==> src/include/asu_pkg.sv <==
// package: shared constants and carrier types for the serial uart
package asu_pkg;

  // ****************************************
  // framing constants
  // ****************************************
  localparam int ASU_DATA_BITS = 8;
  localparam int ASU_OVERSAMPLE = 16;
  localparam logic [3:0] ASU_MID_SAMPLE = 4'h7;
  localparam logic [3:0] ASU_LAST_TICK = 4'hf;
  localparam logic [15:0] ASU_DIV_RESET = 16'h0000;
  localparam logic [2:0] ASU_LAST_DATA_BIT = 3'h7;
  localparam int ASU_FIFO_DEPTH = 32;

  // ****************************************
  // multinode match schemes
  // ****************************************
  localparam logic [1:0] ASU_MATCH_NONE = 2'h0;
  localparam logic [1:0] ASU_MATCH_ALL_ADDR = 2'h1;
  localparam logic [1:0] ASU_MATCH_HW = 2'h2;
  localparam logic [1:0] ASU_MATCH_HW_DATA = 2'h3;

  // ****************************************
  // carrier types
  // ****************************************
  typedef struct packed {
    logic tx_enable_bit;
    logic rx_enable_bit;
    logic parity_enable_bit;
    logic parity_odd;
    logic two_stop;
    logic flow_control_enable;
    logic multinode_enable;
    logic multinode_tx_flag;
    logic [1:0] multinode_match_scheme;
    logic irq_errors_only;
  } asu_cfg_t;

  typedef struct packed {
    logic [7:0] data;
    logic ninth;
    logic framing_err;
    logic parity_err;
    logic brk;
    logic new_frame;
  } asu_rx_word_t;

  typedef enum logic [2:0] {
    ASU_IDLE = 3'b000,
    ASU_START = 3'b001,
    ASU_DATA = 3'b010,
    ASU_NINTH = 3'b011,
    ASU_STOP1 = 3'b100,
    ASU_STOP2 = 3'b101
  } asu_state_t;

endpackage

==> src/rtl/asu_fifo_mem.sv <==
// file: small dual-port memory with registered read data
`timescale 1ns/1ps
module asu_fifo_mem import asu_pkg::*; #(
  parameter int WIDTH = 8,
  parameter int DEPTH = ASU_FIFO_DEPTH,
  parameter int AW = $clog2(DEPTH)
) (
  // clock
  input wire logic mclk,
  // write side
  input wire logic wr_en,
  input wire logic [AW-1:0] wr_addr,
  input wire logic [WIDTH-1:0] wr_data,
  // read side
  input wire logic [AW-1:0] rd_addr,
  output logic [WIDTH-1:0] rd_data
);
  logic [WIDTH-1:0] mem [DEPTH];

  always_ff @(posedge mclk) begin
    if (wr_en) begin
      mem[wr_addr] <= wr_data;
    end
    rd_data <= mem[rd_addr];
  end
endmodule // asu_fifo_mem

==> src/rtl/asu_fifo.sv <==
// file: first-in first-out buffer with valid/ready on both sides
`timescale 1ns/1ps
module asu_fifo import asu_pkg::*; #(
  parameter int WIDTH = 8,
  parameter int DEPTH = ASU_FIFO_DEPTH
) (
  // clock and reset
  input wire logic mclk,
  input wire logic reset_n,
  // fill side
  input wire logic in_valid,
  output logic in_ready,
  input wire logic [WIDTH-1:0] in_data,
  // drain side
  output logic out_valid,
  input wire logic out_ready,
  output logic [WIDTH-1:0] out_data
);
  localparam int AW = $clog2(DEPTH);
  // ****************************************
  // pointers
  // ****************************************
  logic [AW:0] wr_ptr_reg, wr_ptr_next, rd_ptr_reg, rd_ptr_next;
  logic [AW:0] count;
  logic out_valid_reg, out_valid_next;
  logic push, pop, load;
  logic [AW-1:0] rd_addr;

  // one word sits in the output register; its slot stays reserved so it cannot be overwritten
  assign count = wr_ptr_reg - rd_ptr_reg;
  assign in_ready = (count != (AW+1)'(DEPTH - 1));
  assign push = in_valid && in_ready;
  assign load = (count != '0) && (!out_valid_reg || out_ready);
  assign pop = load;
  assign out_valid = out_valid_reg;
  // without a pop, re-read the shown word so the output stays steady
  assign rd_addr = load ? rd_ptr_reg[AW-1:0] : rd_ptr_reg[AW-1:0] - AW'(1);

  always_comb begin
    wr_ptr_next = wr_ptr_reg + (AW+1)'(push);
    rd_ptr_next = rd_ptr_reg + (AW+1)'(pop);
    out_valid_next = out_valid_reg;
    if (load) begin
      out_valid_next = 1'b1;
    end else if (out_ready) begin
      out_valid_next = 1'b0;
    end
  end

  always_ff @(posedge mclk) begin
    if (!reset_n) begin
      wr_ptr_reg <= '0;
      rd_ptr_reg <= '0;
      out_valid_reg <= 1'b0;
    end else begin
      wr_ptr_reg <= wr_ptr_next;
      rd_ptr_reg <= rd_ptr_next;
      out_valid_reg <= out_valid_next;
    end
  end

  asu_fifo_mem #(.WIDTH(WIDTH), .DEPTH(DEPTH)) u_mem (
    .mclk(mclk),
    .wr_en(push),
    .wr_addr(wr_ptr_reg[AW-1:0]),
    .wr_data(in_data),
    .rd_addr(rd_addr),
    .rd_data(out_data)
  );
endmodule // asu_fifo

==> src/rtl/asu_uart.sv <==
// file: full-duplex serial uart with clear-to-send flow control
// Contract
// - eight data bits, least significant first
// - parity appended and checked, even or odd
// - one low start, one or two stops
// - holding empty flag shows free register; here the flag reads low during reset
// - held byte moves to shifter automatically
// - transmit only while enabled
// - receive only while enabled
// - ninth bit follows multinode transmit flag
// - multinode enable selects nine-bit framing
// - transmit interrupt while holding register empty and transmit enabled
// - receive available flag shows held byte
// - receive interrupt on data, errors, break
// - interrupt on data and errors, or errors
// - two-bit field picks address scheme
// - address bytes compared with node address
// - flow control only when enabled
// - clear-to-send sampled before each character
// - character in flight always finishes
// - ninth bit between data and stops
// - holding write clears empty flag
`timescale 1ns/1ps
module asu_uart import asu_pkg::*; #(
  parameter int FIFO_DEPTH = ASU_FIFO_DEPTH
) (
  // clock and reset
  input wire logic mclk,
  input wire logic reset_n,
  // configuration
  input wire asu_cfg_t cfg,
  input wire logic [7:0] baud_div_hi,
  input wire logic [7:0] baud_div_lo,
  input wire logic [7:0] node_address,
  // transmit holding register
  input wire logic tx_write,
  input wire logic [7:0] tx_data,
  output logic tx_holding_empty,
  output logic tx_irq,
  // receive data
  output logic rx_data_available,
  output asu_rx_word_t rx_word,
  input wire logic rx_read,
  output logic rx_irq,
  // serial pins
  input wire logic rxd,
  input wire logic cts_n,
  output logic txd
);
  // ****************************************
  // pin synchronisers
  // ****************************************
  logic [1:0] rxd_sync_reg, rxd_sync_next, cts_sync_reg, cts_sync_next;
  logic rxd_s, cts_s;
  always_comb begin
    rxd_sync_next = {rxd_sync_reg[0], rxd};
    cts_sync_next = {cts_sync_reg[0], cts_n};
  end
  always_ff @(posedge mclk) begin
    if (!reset_n) begin
      rxd_sync_reg <= 2'h3;
      cts_sync_reg <= 2'h3;
    end else begin
      rxd_sync_reg <= rxd_sync_next;
      cts_sync_reg <= cts_sync_next;
    end
  end
  assign rxd_s = rxd_sync_reg[1];
  assign cts_s = cts_sync_reg[1];

  // ****************************************
  // baud generator, sixteen ticks per bit
  // ****************************************
  logic [15:0] baud_cnt_reg, baud_cnt_next;
  logic tick_reg, tick_next;
  always_comb begin
    tick_next = 1'b0;
    baud_cnt_next = baud_cnt_reg - 16'h0001;
    if (baud_cnt_reg == ASU_DIV_RESET) begin
      baud_cnt_next = {baud_div_hi, baud_div_lo};
      tick_next = 1'b1;
    end
  end
  always_ff @(posedge mclk) begin
    if (!reset_n) begin
      baud_cnt_reg <= ASU_DIV_RESET;
      tick_reg <= 1'b0;
    end else begin
      baud_cnt_reg <= baud_cnt_next;
      tick_reg <= tick_next;
    end
  end

  // ****************************************
  // transmitter
  // ****************************************
  asu_state_t tx_state_reg, tx_state_next;
  logic [7:0] hold_reg, hold_next, tx_shift_reg, tx_shift_next;
  logic hold_full_reg, hold_full_next, txd_reg, txd_next, tx_ninth_reg, tx_ninth_next;
  logic [3:0] tx_tick_reg, tx_tick_next;
  logic [2:0] tx_bit_reg, tx_bit_next;
  logic tx_irq_reg, tx_irq_next;
  logic empty_reg, empty_next;
  logic tx_bit_end, tx_clear;

  assign tx_bit_end = tick_reg && (tx_tick_reg == ASU_LAST_TICK);
  // low level lets the next character go
  assign tx_clear = !cfg.flow_control_enable || !cts_s;

  always_comb begin
    tx_state_next = tx_state_reg;
    hold_next = hold_reg;
    hold_full_next = hold_full_reg;
    tx_shift_next = tx_shift_reg;
    tx_ninth_next = tx_ninth_reg;
    txd_next = txd_reg;
    tx_bit_next = tx_bit_reg;
    tx_tick_next = tick_reg ? tx_tick_reg + 4'h1 : tx_tick_reg;
    if (tx_write) begin
      hold_next = tx_data;
      hold_full_next = 1'b1;
    end
    unique case (tx_state_reg)
      ASU_IDLE: begin
        txd_next = 1'b1;
        tx_tick_next = '0;
        // load shifter when enabled and clear
        if (hold_full_reg && cfg.tx_enable_bit && tx_clear) begin
          tx_shift_next = hold_reg;
          // ninth bit is flag or parity
          tx_ninth_next = cfg.multinode_enable ? cfg.multinode_tx_flag
                                               : (^hold_reg) ^ cfg.parity_odd;
          hold_full_next = tx_write;
          tx_bit_next = '0;
          txd_next = 1'b0;
          tx_state_next = ASU_START;
        end
      end
      ASU_START: begin
        if (tx_bit_end) begin
          txd_next = tx_shift_reg[0];
          tx_state_next = ASU_DATA;
        end
      end
      ASU_DATA: begin
        if (tx_bit_end) begin
          tx_shift_next = {1'b0, tx_shift_reg[7:1]};
          tx_bit_next = tx_bit_reg + 3'h1;
          txd_next = tx_shift_reg[1];
          if (tx_bit_reg == ASU_LAST_DATA_BIT) begin
            if (cfg.multinode_enable || cfg.parity_enable_bit) begin
              txd_next = tx_ninth_reg;
              tx_state_next = ASU_NINTH;
            end else begin
              txd_next = 1'b1;
              tx_state_next = ASU_STOP1;
            end
          end
        end
      end
      ASU_NINTH: begin
        if (tx_bit_end) begin
          txd_next = 1'b1;
          tx_state_next = ASU_STOP1;
        end
      end
      ASU_STOP1: begin
        if (tx_bit_end) begin
          tx_state_next = cfg.two_stop ? ASU_STOP2 : ASU_IDLE;
        end
      end
      ASU_STOP2: begin
        if (tx_bit_end) begin
          tx_state_next = ASU_IDLE;
        end
      end
      default: tx_state_next = ASU_IDLE;
    endcase
    empty_next = !hold_full_next;
    tx_irq_next = empty_next && cfg.tx_enable_bit;
  end

  always_ff @(posedge mclk) begin
    if (!reset_n) begin
      tx_state_reg <= ASU_IDLE;
      hold_reg <= '0;
      hold_full_reg <= 1'b0;
      tx_shift_reg <= '0;
      tx_ninth_reg <= 1'b0;
      txd_reg <= 1'b1;
      tx_bit_reg <= '0;
      tx_tick_reg <= '0;
      tx_irq_reg <= 1'b0;
      empty_reg <= 1'b0;
    end else begin
      tx_state_reg <= tx_state_next;
      hold_reg <= hold_next;
      hold_full_reg <= hold_full_next;
      tx_shift_reg <= tx_shift_next;
      tx_ninth_reg <= tx_ninth_next;
      txd_reg <= txd_next;
      tx_bit_reg <= tx_bit_next;
      tx_tick_reg <= tx_tick_next;
      tx_irq_reg <= tx_irq_next;
      empty_reg <= empty_next;
    end
  end
  assign txd = txd_reg;
  // flag is inverse of holding full outside reset; reset clears both
  assign tx_holding_empty = empty_reg;
  assign tx_irq = tx_irq_reg;

  // ****************************************
  // receiver
  // ****************************************
  asu_state_t rx_state_reg, rx_state_next;
  logic [7:0] rx_shift_reg, rx_shift_next;
  logic [3:0] rx_tick_reg, rx_tick_next;
  logic [2:0] rx_bit_reg, rx_bit_next;
  logic rx_ninth_reg, rx_ninth_next;
  logic matched_reg, matched_next, first_reg, first_next;
  logic rx_mid, push_valid, push_ready;
  asu_rx_word_t push_word;

  assign rx_mid = tick_reg && (rx_tick_reg == ASU_MID_SAMPLE);

  always_comb begin
    rx_state_next = rx_state_reg;
    rx_shift_next = rx_shift_reg;
    rx_bit_next = rx_bit_reg;
    rx_ninth_next = rx_ninth_reg;
    matched_next = matched_reg;
    first_next = first_reg;
    rx_tick_next = tick_reg ? rx_tick_reg + 4'h1 : rx_tick_reg;
    push_valid = 1'b0;
    push_word = '0;
    unique case (rx_state_reg)
      ASU_IDLE: begin
        rx_tick_next = '0;
        if (cfg.rx_enable_bit && !rxd_s) begin
          rx_state_next = ASU_START;
        end
      end
      ASU_START: begin
        if (rx_mid) begin
          rx_bit_next = '0;
          rx_state_next = rxd_s ? ASU_IDLE : ASU_DATA;
        end
      end
      ASU_DATA: begin
        if (rx_mid) begin
          rx_shift_next = {rxd_s, rx_shift_reg[7:1]};
          rx_bit_next = rx_bit_reg + 3'h1;
          if (rx_bit_reg == ASU_LAST_DATA_BIT) begin
            rx_state_next = (cfg.multinode_enable || cfg.parity_enable_bit)
                            ? ASU_NINTH : ASU_STOP1;
          end
        end
      end
      ASU_NINTH: begin
        if (rx_mid) begin
          rx_ninth_next = rxd_s;
          rx_state_next = ASU_STOP1;
        end
      end
      ASU_STOP1: begin
        // only the first stop is checked; a second stop reads as idle line
        if (rx_mid) begin
          rx_state_next = ASU_IDLE;
          push_word.data = rx_shift_reg;
          push_word.ninth = rx_ninth_reg && cfg.multinode_enable;
          push_word.framing_err = !rxd_s;
          push_word.parity_err = cfg.parity_enable_bit && !cfg.multinode_enable
                                 && ((^rx_shift_reg) ^ rx_ninth_reg ^ cfg.parity_odd);
          push_word.brk = !rxd_s && (rx_shift_reg == 8'h00) && !rx_ninth_reg;
          push_word.new_frame = 1'b0;
          push_valid = 1'b1;
          if (cfg.multinode_enable && rx_ninth_reg) begin
            matched_next = (rx_shift_reg == node_address);
            first_next = 1'b1;
            unique case (cfg.multinode_match_scheme)
              ASU_MATCH_NONE: push_valid = 1'b1;
              ASU_MATCH_ALL_ADDR: push_valid = 1'b1;
              ASU_MATCH_HW: push_valid = (rx_shift_reg == node_address);
              ASU_MATCH_HW_DATA: push_valid = 1'b0;
            endcase
          end else if (cfg.multinode_enable) begin
            unique case (cfg.multinode_match_scheme)
              ASU_MATCH_NONE: push_valid = 1'b1;
              ASU_MATCH_ALL_ADDR: push_valid = 1'b0;
              ASU_MATCH_HW: push_valid = matched_reg;
              ASU_MATCH_HW_DATA: push_valid = matched_reg;
            endcase
            push_word.new_frame = first_reg && push_valid;
            if (push_valid) begin
              first_next = 1'b0;
            end
          end
        end
      end
      default: rx_state_next = ASU_IDLE;
    endcase
  end

  always_ff @(posedge mclk) begin
    if (!reset_n) begin
      rx_state_reg <= ASU_IDLE;
      rx_shift_reg <= '0;
      rx_tick_reg <= '0;
      rx_bit_reg <= '0;
      rx_ninth_reg <= 1'b0;
      matched_reg <= 1'b0;
      first_reg <= 1'b0;
    end else begin
      rx_state_reg <= rx_state_next;
      rx_shift_reg <= rx_shift_next;
      rx_tick_reg <= rx_tick_next;
      rx_bit_reg <= rx_bit_next;
      rx_ninth_reg <= rx_ninth_next;
      matched_reg <= matched_next;
      first_reg <= first_next;
    end
  end

  // ****************************************
  // receive buffer and status outputs
  // ****************************************
  // a full buffer drops the frame; overrun flagging is left out
  logic fifo_valid;
  asu_rx_word_t fifo_word;
  asu_fifo #(.WIDTH($bits(asu_rx_word_t)), .DEPTH(FIFO_DEPTH)) u_rx_fifo (
    .mclk(mclk),
    .reset_n(reset_n),
    .in_valid(push_valid),
    .in_ready(push_ready),
    .in_data(push_word),
    .out_valid(fifo_valid),
    .out_ready(rx_read),
    .out_data(fifo_word)
  );

  logic rda_reg, rda_next, rx_irq_reg, rx_irq_next;
  asu_rx_word_t word_reg, word_next;
  logic word_err;
  always_comb begin
    rda_next = fifo_valid && !rx_read;
    word_next = fifo_word;
    word_err = fifo_word.framing_err || fifo_word.parity_err || fifo_word.brk;
    // data and errors, or errors only
    rx_irq_next = rda_next && (word_err || !cfg.irq_errors_only);
  end
  always_ff @(posedge mclk) begin
    if (!reset_n) begin
      rda_reg <= 1'b0;
      rx_irq_reg <= 1'b0;
      word_reg <= '0;
    end else begin
      rda_reg <= rda_next;
      rx_irq_reg <= rx_irq_next;
      word_reg <= word_next;
    end
  end
  assign rx_data_available = rda_reg;
  assign rx_word = word_reg;
  assign rx_irq = rx_irq_reg;
endmodule // asu_uart

==> config.mk <==
export PLATFORM = sky130hd
export DESIGN_NAME = asu_uart
export DESIGN_NICKNAME = d
export VERILOG_FILES = /design/src/include/asu_pkg.sv /design/src/rtl/asu_fifo_mem.sv /design/src/rtl/asu_fifo.sv /design/src/rtl/asu_uart.sv
export SDC_FILE = /design/constraint.sdc
export NUM_CORES = 1
export LEC_CHECK = 0
export BUFFER_PORTS_ARGS = -buffer_cell sky130_fd_sc_hd__buf_2
export CORE_UTILIZATION = 50
export DETAILED_ROUTE_END_ITERATION = 10
export PLACE_DENSITY_LB_ADDON = 0.2
export SYNTH_ARGS = -nofsm -noshare
export SYNTH_HDL_FRONTEND = slang
export SYNTH_SLANG_ARGS = --single-unit
==> constraint.sdc <==
create_clock -name mclk -period 4.7 [get_ports mclk]
set_input_delay 0.705 -clock mclk [delete_from_list [all_inputs] [get_ports mclk]]
set_output_delay 0.705 -clock mclk [all_outputs]
set_load 0.02 [all_outputs]
# ---- Word-level counts from Yosys, hierarchy flattened
# Memory sizes are Yosys's and may differ from the RTL's. A register that Yosys moved wholly into a read port is not among the register bits.
# Index checks and enable logic that the tools add are counted.
# W data, S select, Z words.
dict set report word_totals {
  register_bits 101
  ram_bits 416
  input_bits 49
  out_inout_bits 18
  elab_cells 197
  mem_count 1
}
# memory words width read_ports rd_clocked_by_memory_dff write_ports line_no
set memory_table {}
lappend memory_table {u_rx_fifo.u_mem.mem 32 13 1 1 1 asu_fifo_mem.sv:18} ;# logic [WIDTH-1:0] mem [DEPTH];
dict set report op_classes {
  addsub 9
  n_eq_ne 31
  n_mux 61
  bitwise 4
  reduce_logical 59
}
# op n
set ops {}
lappend ops {{$mux W3} 18}
lappend ops {{$mux W1} 28}
lappend ops {{$mux W13} 2}
lappend ops {{$ne A2 B2 Y1 const B} 13}
lappend ops {{$pmux W3 S6} 1}
lappend ops {{$logic_and A1 B1 Y1} 16}
lappend ops {{$logic_not A16 Y1} 1}
lappend ops {{$mux W16} 1}
lappend ops {{$mux W8} 2}
lappend ops {{$pmux W8 S2} 1}
lappend ops {{$reduce_xor A8 Y1} 2}
lappend ops {{$sub A16 B1 Y16 const B} 1}
lappend ops {{$eq A3 B3 Y1 const B} 5}
lappend ops {{$pmux W3 S5} 1}
lappend ops {{$add A6 B1 Y6} 2}
lappend ops {{$eq A3 B2 Y1 const B} 4}
lappend ops {{$pmux W3 S2} 2}
lappend ops {{$reduce_bool A2 Y1} 5}
lappend ops {{$logic_not A1 Y1} 9}
lappend ops {{$reduce_and A3 Y1} 3}
lappend ops {{$add A4 B1 Y4 const B} 2}
lappend ops {{$eq A8 B8 Y1} 1}
lappend ops {{$logic_not A8 Y1} 1}
lappend ops {{$reduce_and A4 Y1} 2}
lappend ops {{24 further kinds} 41}

# ---- Longest topological paths before layout
dict set report depth {
  word_depth 14
  depth_mapped 18
  depth_no_buf 15
}

# ---- Hierarchy
# A second synthesis with hierarchy kept.
dict set report hier_totals {
  cells_unflattened 1508
  hier_area_um2 21808.4
}
# module n_inst cells_each area_per_inst_um2 seq_area_each_um2
set by_module_without_submodules {}
lappend by_module_without_submodules {asu_fifo_mem 1 936 16728.5 12752.2}
lappend by_module_without_submodules {asu_uart 1 457 4127.7 1761.7}
lappend by_module_without_submodules {asu_fifo 1 115 952.2 260.2}

# ---- Worst setup path after synthesis
# No wires, ideal clock.
dict set report synth_timing {
  kind {reg2reg}
  from {register u_rx_fifo.wr_ptr_reg[0]}
  to {register u_rx_fifo.u_mem.rd_data[0], read port of u_rx_fifo.u_mem.mem}
  setup_ns 0.124
  arrival_ns 3.977
  t_required_ns 4.576
  slack_ns 0.599
  stages_incl_launch_ff 18
  n_path_buf 3
  period_less_slack_ns 4.101
  cell_sequence {dfxtp_1 inv_1 ha_1 inv_1 fa_1 nand3_1 and3_1 o2111a_1 a41o_1 buf_6 inv_1 ha_1 clkbuf_1 buf_1 mux4_2 a22oi_1 a21o_1 nand3_1}
}
dict set report synth_via {
  elab_chain_cells 4
}
# element line_no
set synth_lines {}
lappend synth_lines {{start, declared} asu_fifo.sv:23} ;# logic [AW:0] wr_ptr_reg, wr_ptr_next, rd_ptr_reg, rd_ptr_next;
lappend synth_lines {{start signal, assigned} asu_fifo.sv:56} ;# wr_ptr_reg <= wr_ptr_next;
lappend synth_lines {{$sub A6 B6 Y6} asu_fifo.sv:30} ;# assign count = wr_ptr_reg - rd_ptr_reg;
lappend synth_lines {{$reduce_bool A6 Y1} asu_fifo.sv:33} ;# assign load = (count != '0) && (!out_valid_reg || out_ready);
lappend synth_lines {{$logic_and A1 B1 Y1} asu_fifo.sv:33}
lappend synth_lines {{net u_rx_fifo.load} asu_fifo.sv:26} ;# logic push, pop, load;
lappend synth_lines {{$mux W5} asu_fifo.sv:37} ;# assign rd_addr = load ? rd_ptr_reg[AW-1:0] : rd_ptr_reg[AW-1:0] - AW'(1);
lappend synth_lines {{end, declared} asu_fifo_mem.sv:16} ;# output logic [WIDTH-1:0] rd_data
# The timed path passes the listed nets, and every way through them passes these cells.
# A chain may end at the register's enable or synchronous reset.

# ---- Worst setup path after layout
dict set report layout_timing {
  from {register u_rx_fifo.rd_ptr_reg[0]}
  to {register u_rx_fifo.u_mem.rd_data[2], read port of u_rx_fifo.u_mem.mem}
}
dict set report layout_via {
  elab_chain_cells 4
  elab_cells_between_ends 5
  classes_between {add/sub (2); mux (1); reduce/logical (2)}
}
# element line_no
set layout_lines {}
lappend layout_lines {{start, declared} asu_fifo.sv:23}
lappend layout_lines {{start signal, assigned} asu_fifo.sv:57} ;# rd_ptr_reg <= rd_ptr_next;
lappend layout_lines {{$sub A6 B6 Y6} asu_fifo.sv:30}
lappend layout_lines {{$reduce_bool A6 Y1} asu_fifo.sv:33}
lappend layout_lines {{$logic_and A1 B1 Y1} asu_fifo.sv:33}
lappend layout_lines {{$mux W5 (*)} asu_fifo.sv:37}
# Every way passes the cells marked *; elsewhere a longest branch is shown, timed or not.

==> run_results.csv <==
group,metric,value,unit
run_status,outcome,"finished, final reports clean",
cells_and_area,ff_latch_area,14800,µm²
synth,syn_inst,1478,
timing,fin_crit,4.36,ns
cells_and_area,finalNetCount,1674,
global_route,grt_max_degree,56,
cts,cts_buffers,53,
cts,clk_pin_slew_worst_paths,0.06,ns
global_route,grt_pass1_wl,77800,µm
pwr,ir_worst_vdd,0.297,mV
cts,root_buffer,"clkbuf_16",
cts,cts_tree,"built",
cells_and_area,final_area,24600,µm²
worst_hold_path,min_path_type,"primary input to register",
timing,max_freq,0.229,GHz
place,dpl_worst_slack,0.407,ns
synth,synth_edf_count,416,
global_route,antenna_found_initial,0,
floorplan,die_h,209,µm
setup_path,worstPathArrival,4.82,ns
cells_and_area,num-fill-cells,3257,
synth,synth_flop_cell,"edfxtp_1",
synth,syn_area,21400,µm²
setup_path,critPathBufInv,2,
global_route,grt_overflow,0,
place,place.detailed.hpwl,32700,µm
global_route,grt_pass1_vias,12700,
setup_path,cp_num_cells,13,
synth,muxShareOfSynthArea,8.76,%
job,cap_violations,0,
routing,via_count,13100,
synth,synth_xor_area_share,1.96,%
synth,synthSimpleGateAreaFrac,9.71,%
timing,grt_setup_unrepaired,"false",
routing,drt_pre_antenna_iters,5,
place,gp_congestion,0.843,
timing,layout_setup_ws,0.337,ns
cells_and_area,largest_reg_flops,416,
synth,yosysSeqAreaShare,69.0,%
synth,synthArstFlopShare,0,%
synth,synth_compound_area_share,6.88,%
cells_and_area,stdcell_count,2185,
place,dp_cells,2086,
synth,synth.net_count,1550,
floorplan,ios,67,
synth,synth_top_family_by_area,"simple AND/OR/NAND/NOR gates",
floorplan,initial_utilization,50.9,%
cts,cts_resized,0,
setup_path,worstSetupStartpointType,"register",
cts,clkSinkCount,530,
pwr,pwr_density_cell,553,nW/µm²
floorplan,floorplan.die.width,209,µm
setup_path,crit_slowest_cell,"xnor2_2",
setup_path,cpMostUsedCell,"nand3_1",
setup_path,cp_max_fo,21,
setup_path,crit_chain,"ha_1 -> inv_1 -> fa_1 -> nand3_1 -> and3_1 -> o2111a_1 -> a41o_1 -> nand3_1 -> xnor2_2 -> buf_4 -> nor2_1 -> a22oi_1 -> nand3_1",
routing,drc,0,
timing,finalCritPeriodShare,92.8,%
timing,finalHoldViolations,0,
global_route,grt_usage,23.8,%
routing,wire_per_inst,23.7,µm
setup_path,reg2reg_depth,13,
routing,via_per_inst,5.98,
cells_and_area,num_antenna_cells,0,
routing,ant_nets,0,
synth,yosys_warnings,0,
timing,slew_viol_final,0,
floorplan,core-area,42000,µm²
timing,finalSetupViolCount,0,
place,placed_cell_area,22700,µm²
cells_and_area,multiInputGateArea,6210,µm²
synth,ys_ff_latch,530,
floorplan,row_count,75,
setup_path,worst_setup_path_end_kind,"register",
synth,synthAdderAreaFrac,1.38,%
timing,finalSetupTns,0,ns
setup_path,max_stage_delay,0.64,ns
synth,yosysUniqueCellTypes,69,
cells_and_area,drive_above_1_share,18.8,%
cts,post-cts-setup-buffers,0,
setup_path,crit_required,5.16,ns
timing,clock_skew,0.0184,ns
pwr,p_leak,9.02,nW
routing,wirelength,51700,µm
routing,drt_iter0_markers,1462,
cts,ctsLongestPathBuffers,3,
timing,worstMarginPinSlew,1.20,ns
cts,htree_levels,2,
timing,maxSlewHeadroom,19.9,%
setup_path,critical_path_class,"register to register",
worst_hold_path,whs_path_depth,2,
synth,syn_avg_cell_area,14.5,µm²
place,port_buffers,66,
floorplan,dieArea,43600,µm²
cts,clock_latency,0.61,ns
cts,holdBufCountCts,0,
cells_and_area,area_growth,14.7,%
setup_path,cp_top_family,"compound AO/OA/AOI/OAI gates",
layout make-up:
class | count | area share (%)
Clock buffer | 74 | 6.07
Timing Repair Buffer | 146 | 3.94
Tap cell | 539 | 2.75
Multi-Input combinational cell | 847 | 25.3
Sequential cell | 530 | 60.2
Clock inverter | 25 | 1.39
Inverter | 24 | 0.367
worst register-to-register path, stage by stage (launching register included):
cell      delay [ns]
dfxtp_1         0.45
ha_1            0.20
inv_1           0.05
fa_1            0.40
nand3_1         0.14
and3_1          0.20
o2111a_1        0.24
a41o_1          0.47
nand3_1         0.26
xnor2_2         0.64
buf_4           0.44
nor2_1          0.19
a22oi_1         0.39
nand3_1         0.15
final timing paths:
kind / endpoint / startpoint / slack (ns)
setup / recovery: u_rx_fifo.u_mem.rd_data[2] / u_rx_fifo.rd_ptr_reg[0] / 0.34
hold reg to reg: cts_sync_reg[1] / cts_sync_reg[0] / 0.41
hold / removal: cts_sync_reg[0] / cts_n / 0.31
setup reg to reg: u_rx_fifo.u_mem.rd_data[2] / u_rx_fifo.rd_ptr_reg[0] / 0.34
layer usage:
layer | track usage, % | wire (µm) | up-vias
li1 | - | - | 5877
met1 | 33.0 | 22100 | 6568
met2 | 39.2 | 25000 | 541
met3 | 3.49 | 3480 | 79
met4 | 7.28 | 1190 | 0
met5 | 0 | 0 | -
Yosys cell counts, drive strengths merged (3+ instances only):
master	number	area, µm²
clkbuf	41	154
a221o	14	140
nand3b	7	52.6
and2	25	156
nand3	45	225
o21ai	18	90.1
xor2	20	175
a21o	7	52.6
ha	22	275
nor3	15	75.1
xnor2	28	245
mux2i	54	553
nor3b	6	45.0
a32oi	16	140
nand2	140	526
buf	36	240
o2111ai	4	35.0
a31oi	11	68.8
a311oi	5	50.0
mux2	5	56.3
nor2	157	592
or3	8	50.1
and3	8	50.1
nor2b	3	18.8
nand2b	12	75.1
dfxtp	114	2280
nor4	5	31.3
mux4	56	1260
a211oi	21	158
nor4b	3	26.3
a22oi	22	165
o31ai	4	30.0
nand4	15	93.8
inv	24	90.1
a21oi	50	250
a221oi	8	76.3
edfxtp	416	12500
o22ai	3	18.8
logic make-up after synthesis:
family / Yosys count
xor gates and xnor gates: 48
adders and majority gates: 23
DFF: 530
AOI/OAI and AO/OA: 205
and+or+nand+nor: 456
buffers and inverters: 101
muxes: 115
report_power, final:
| part | total, mW | internal, mW | leakage, nW | switching [mW] |
|---|---|---|---|---|
| clock | 4.39 | 2.61 | 0.872 | 1.79 |
| combinational | 3.96 | 1.47 | 2.70 | 2.49 |
| sequential | 5.23 | 5.12 | 5.45 | 0.112 |
| total | 13.6 | 9.20 | 9.02 | 4.39 |
cells in the final DEF, fill, tap and decap left out, types with 5 or more instances in the layout:
master      netlist  layout
clkinvlp_4        0       6
nand2b_1         12      12
or3_1             8       8
dfxtp_1         114     114
a221o_1          14      13
o21ai_0          18      18
nor3b_1           6       5
a221oi_1          7       7
nor3_1           15      15
mux2i_1          53      53
buf_4             9      77
clkbuf_16         0      54
nand3b_1          7       7
a22oi_1          22      22
nor2_2            1      10
clkbuf_8          0       6
buf_2            15      66
nand2_1         140     140
clkinv_1          0       5
mux4_2           55      55
a211oi_1         21      21
a31oi_1          11      11
xor2_1           20      20
a32oi_1          16      16
inv_1            23      23
a21o_1            7       7
nand3_1          45      45
edfxtp_1        416     416
nand4_1          15      15
bufinv_16         0       7
mux2_2            5       5
nor2_1          156     147
xnor2_1          28      27
and3_1            8       8
clkbuf_1         41      13
ha_1             22      21
a21oi_1          50      50
and2_1           25      25
through the flow:
stage                     utilization, %  hold slack [ns]  power [mW]
after floorplan                        -            0.386        8.08
after global placement              54.0            0.398        9.22
after detailed placement            54.0            0.396        9.27
final                               58.4            0.306        13.6
after CTS                           58.4            0.290        13.6
after global routing                58.4            0.310        14.1
Power figures use the tool's default switching activity.
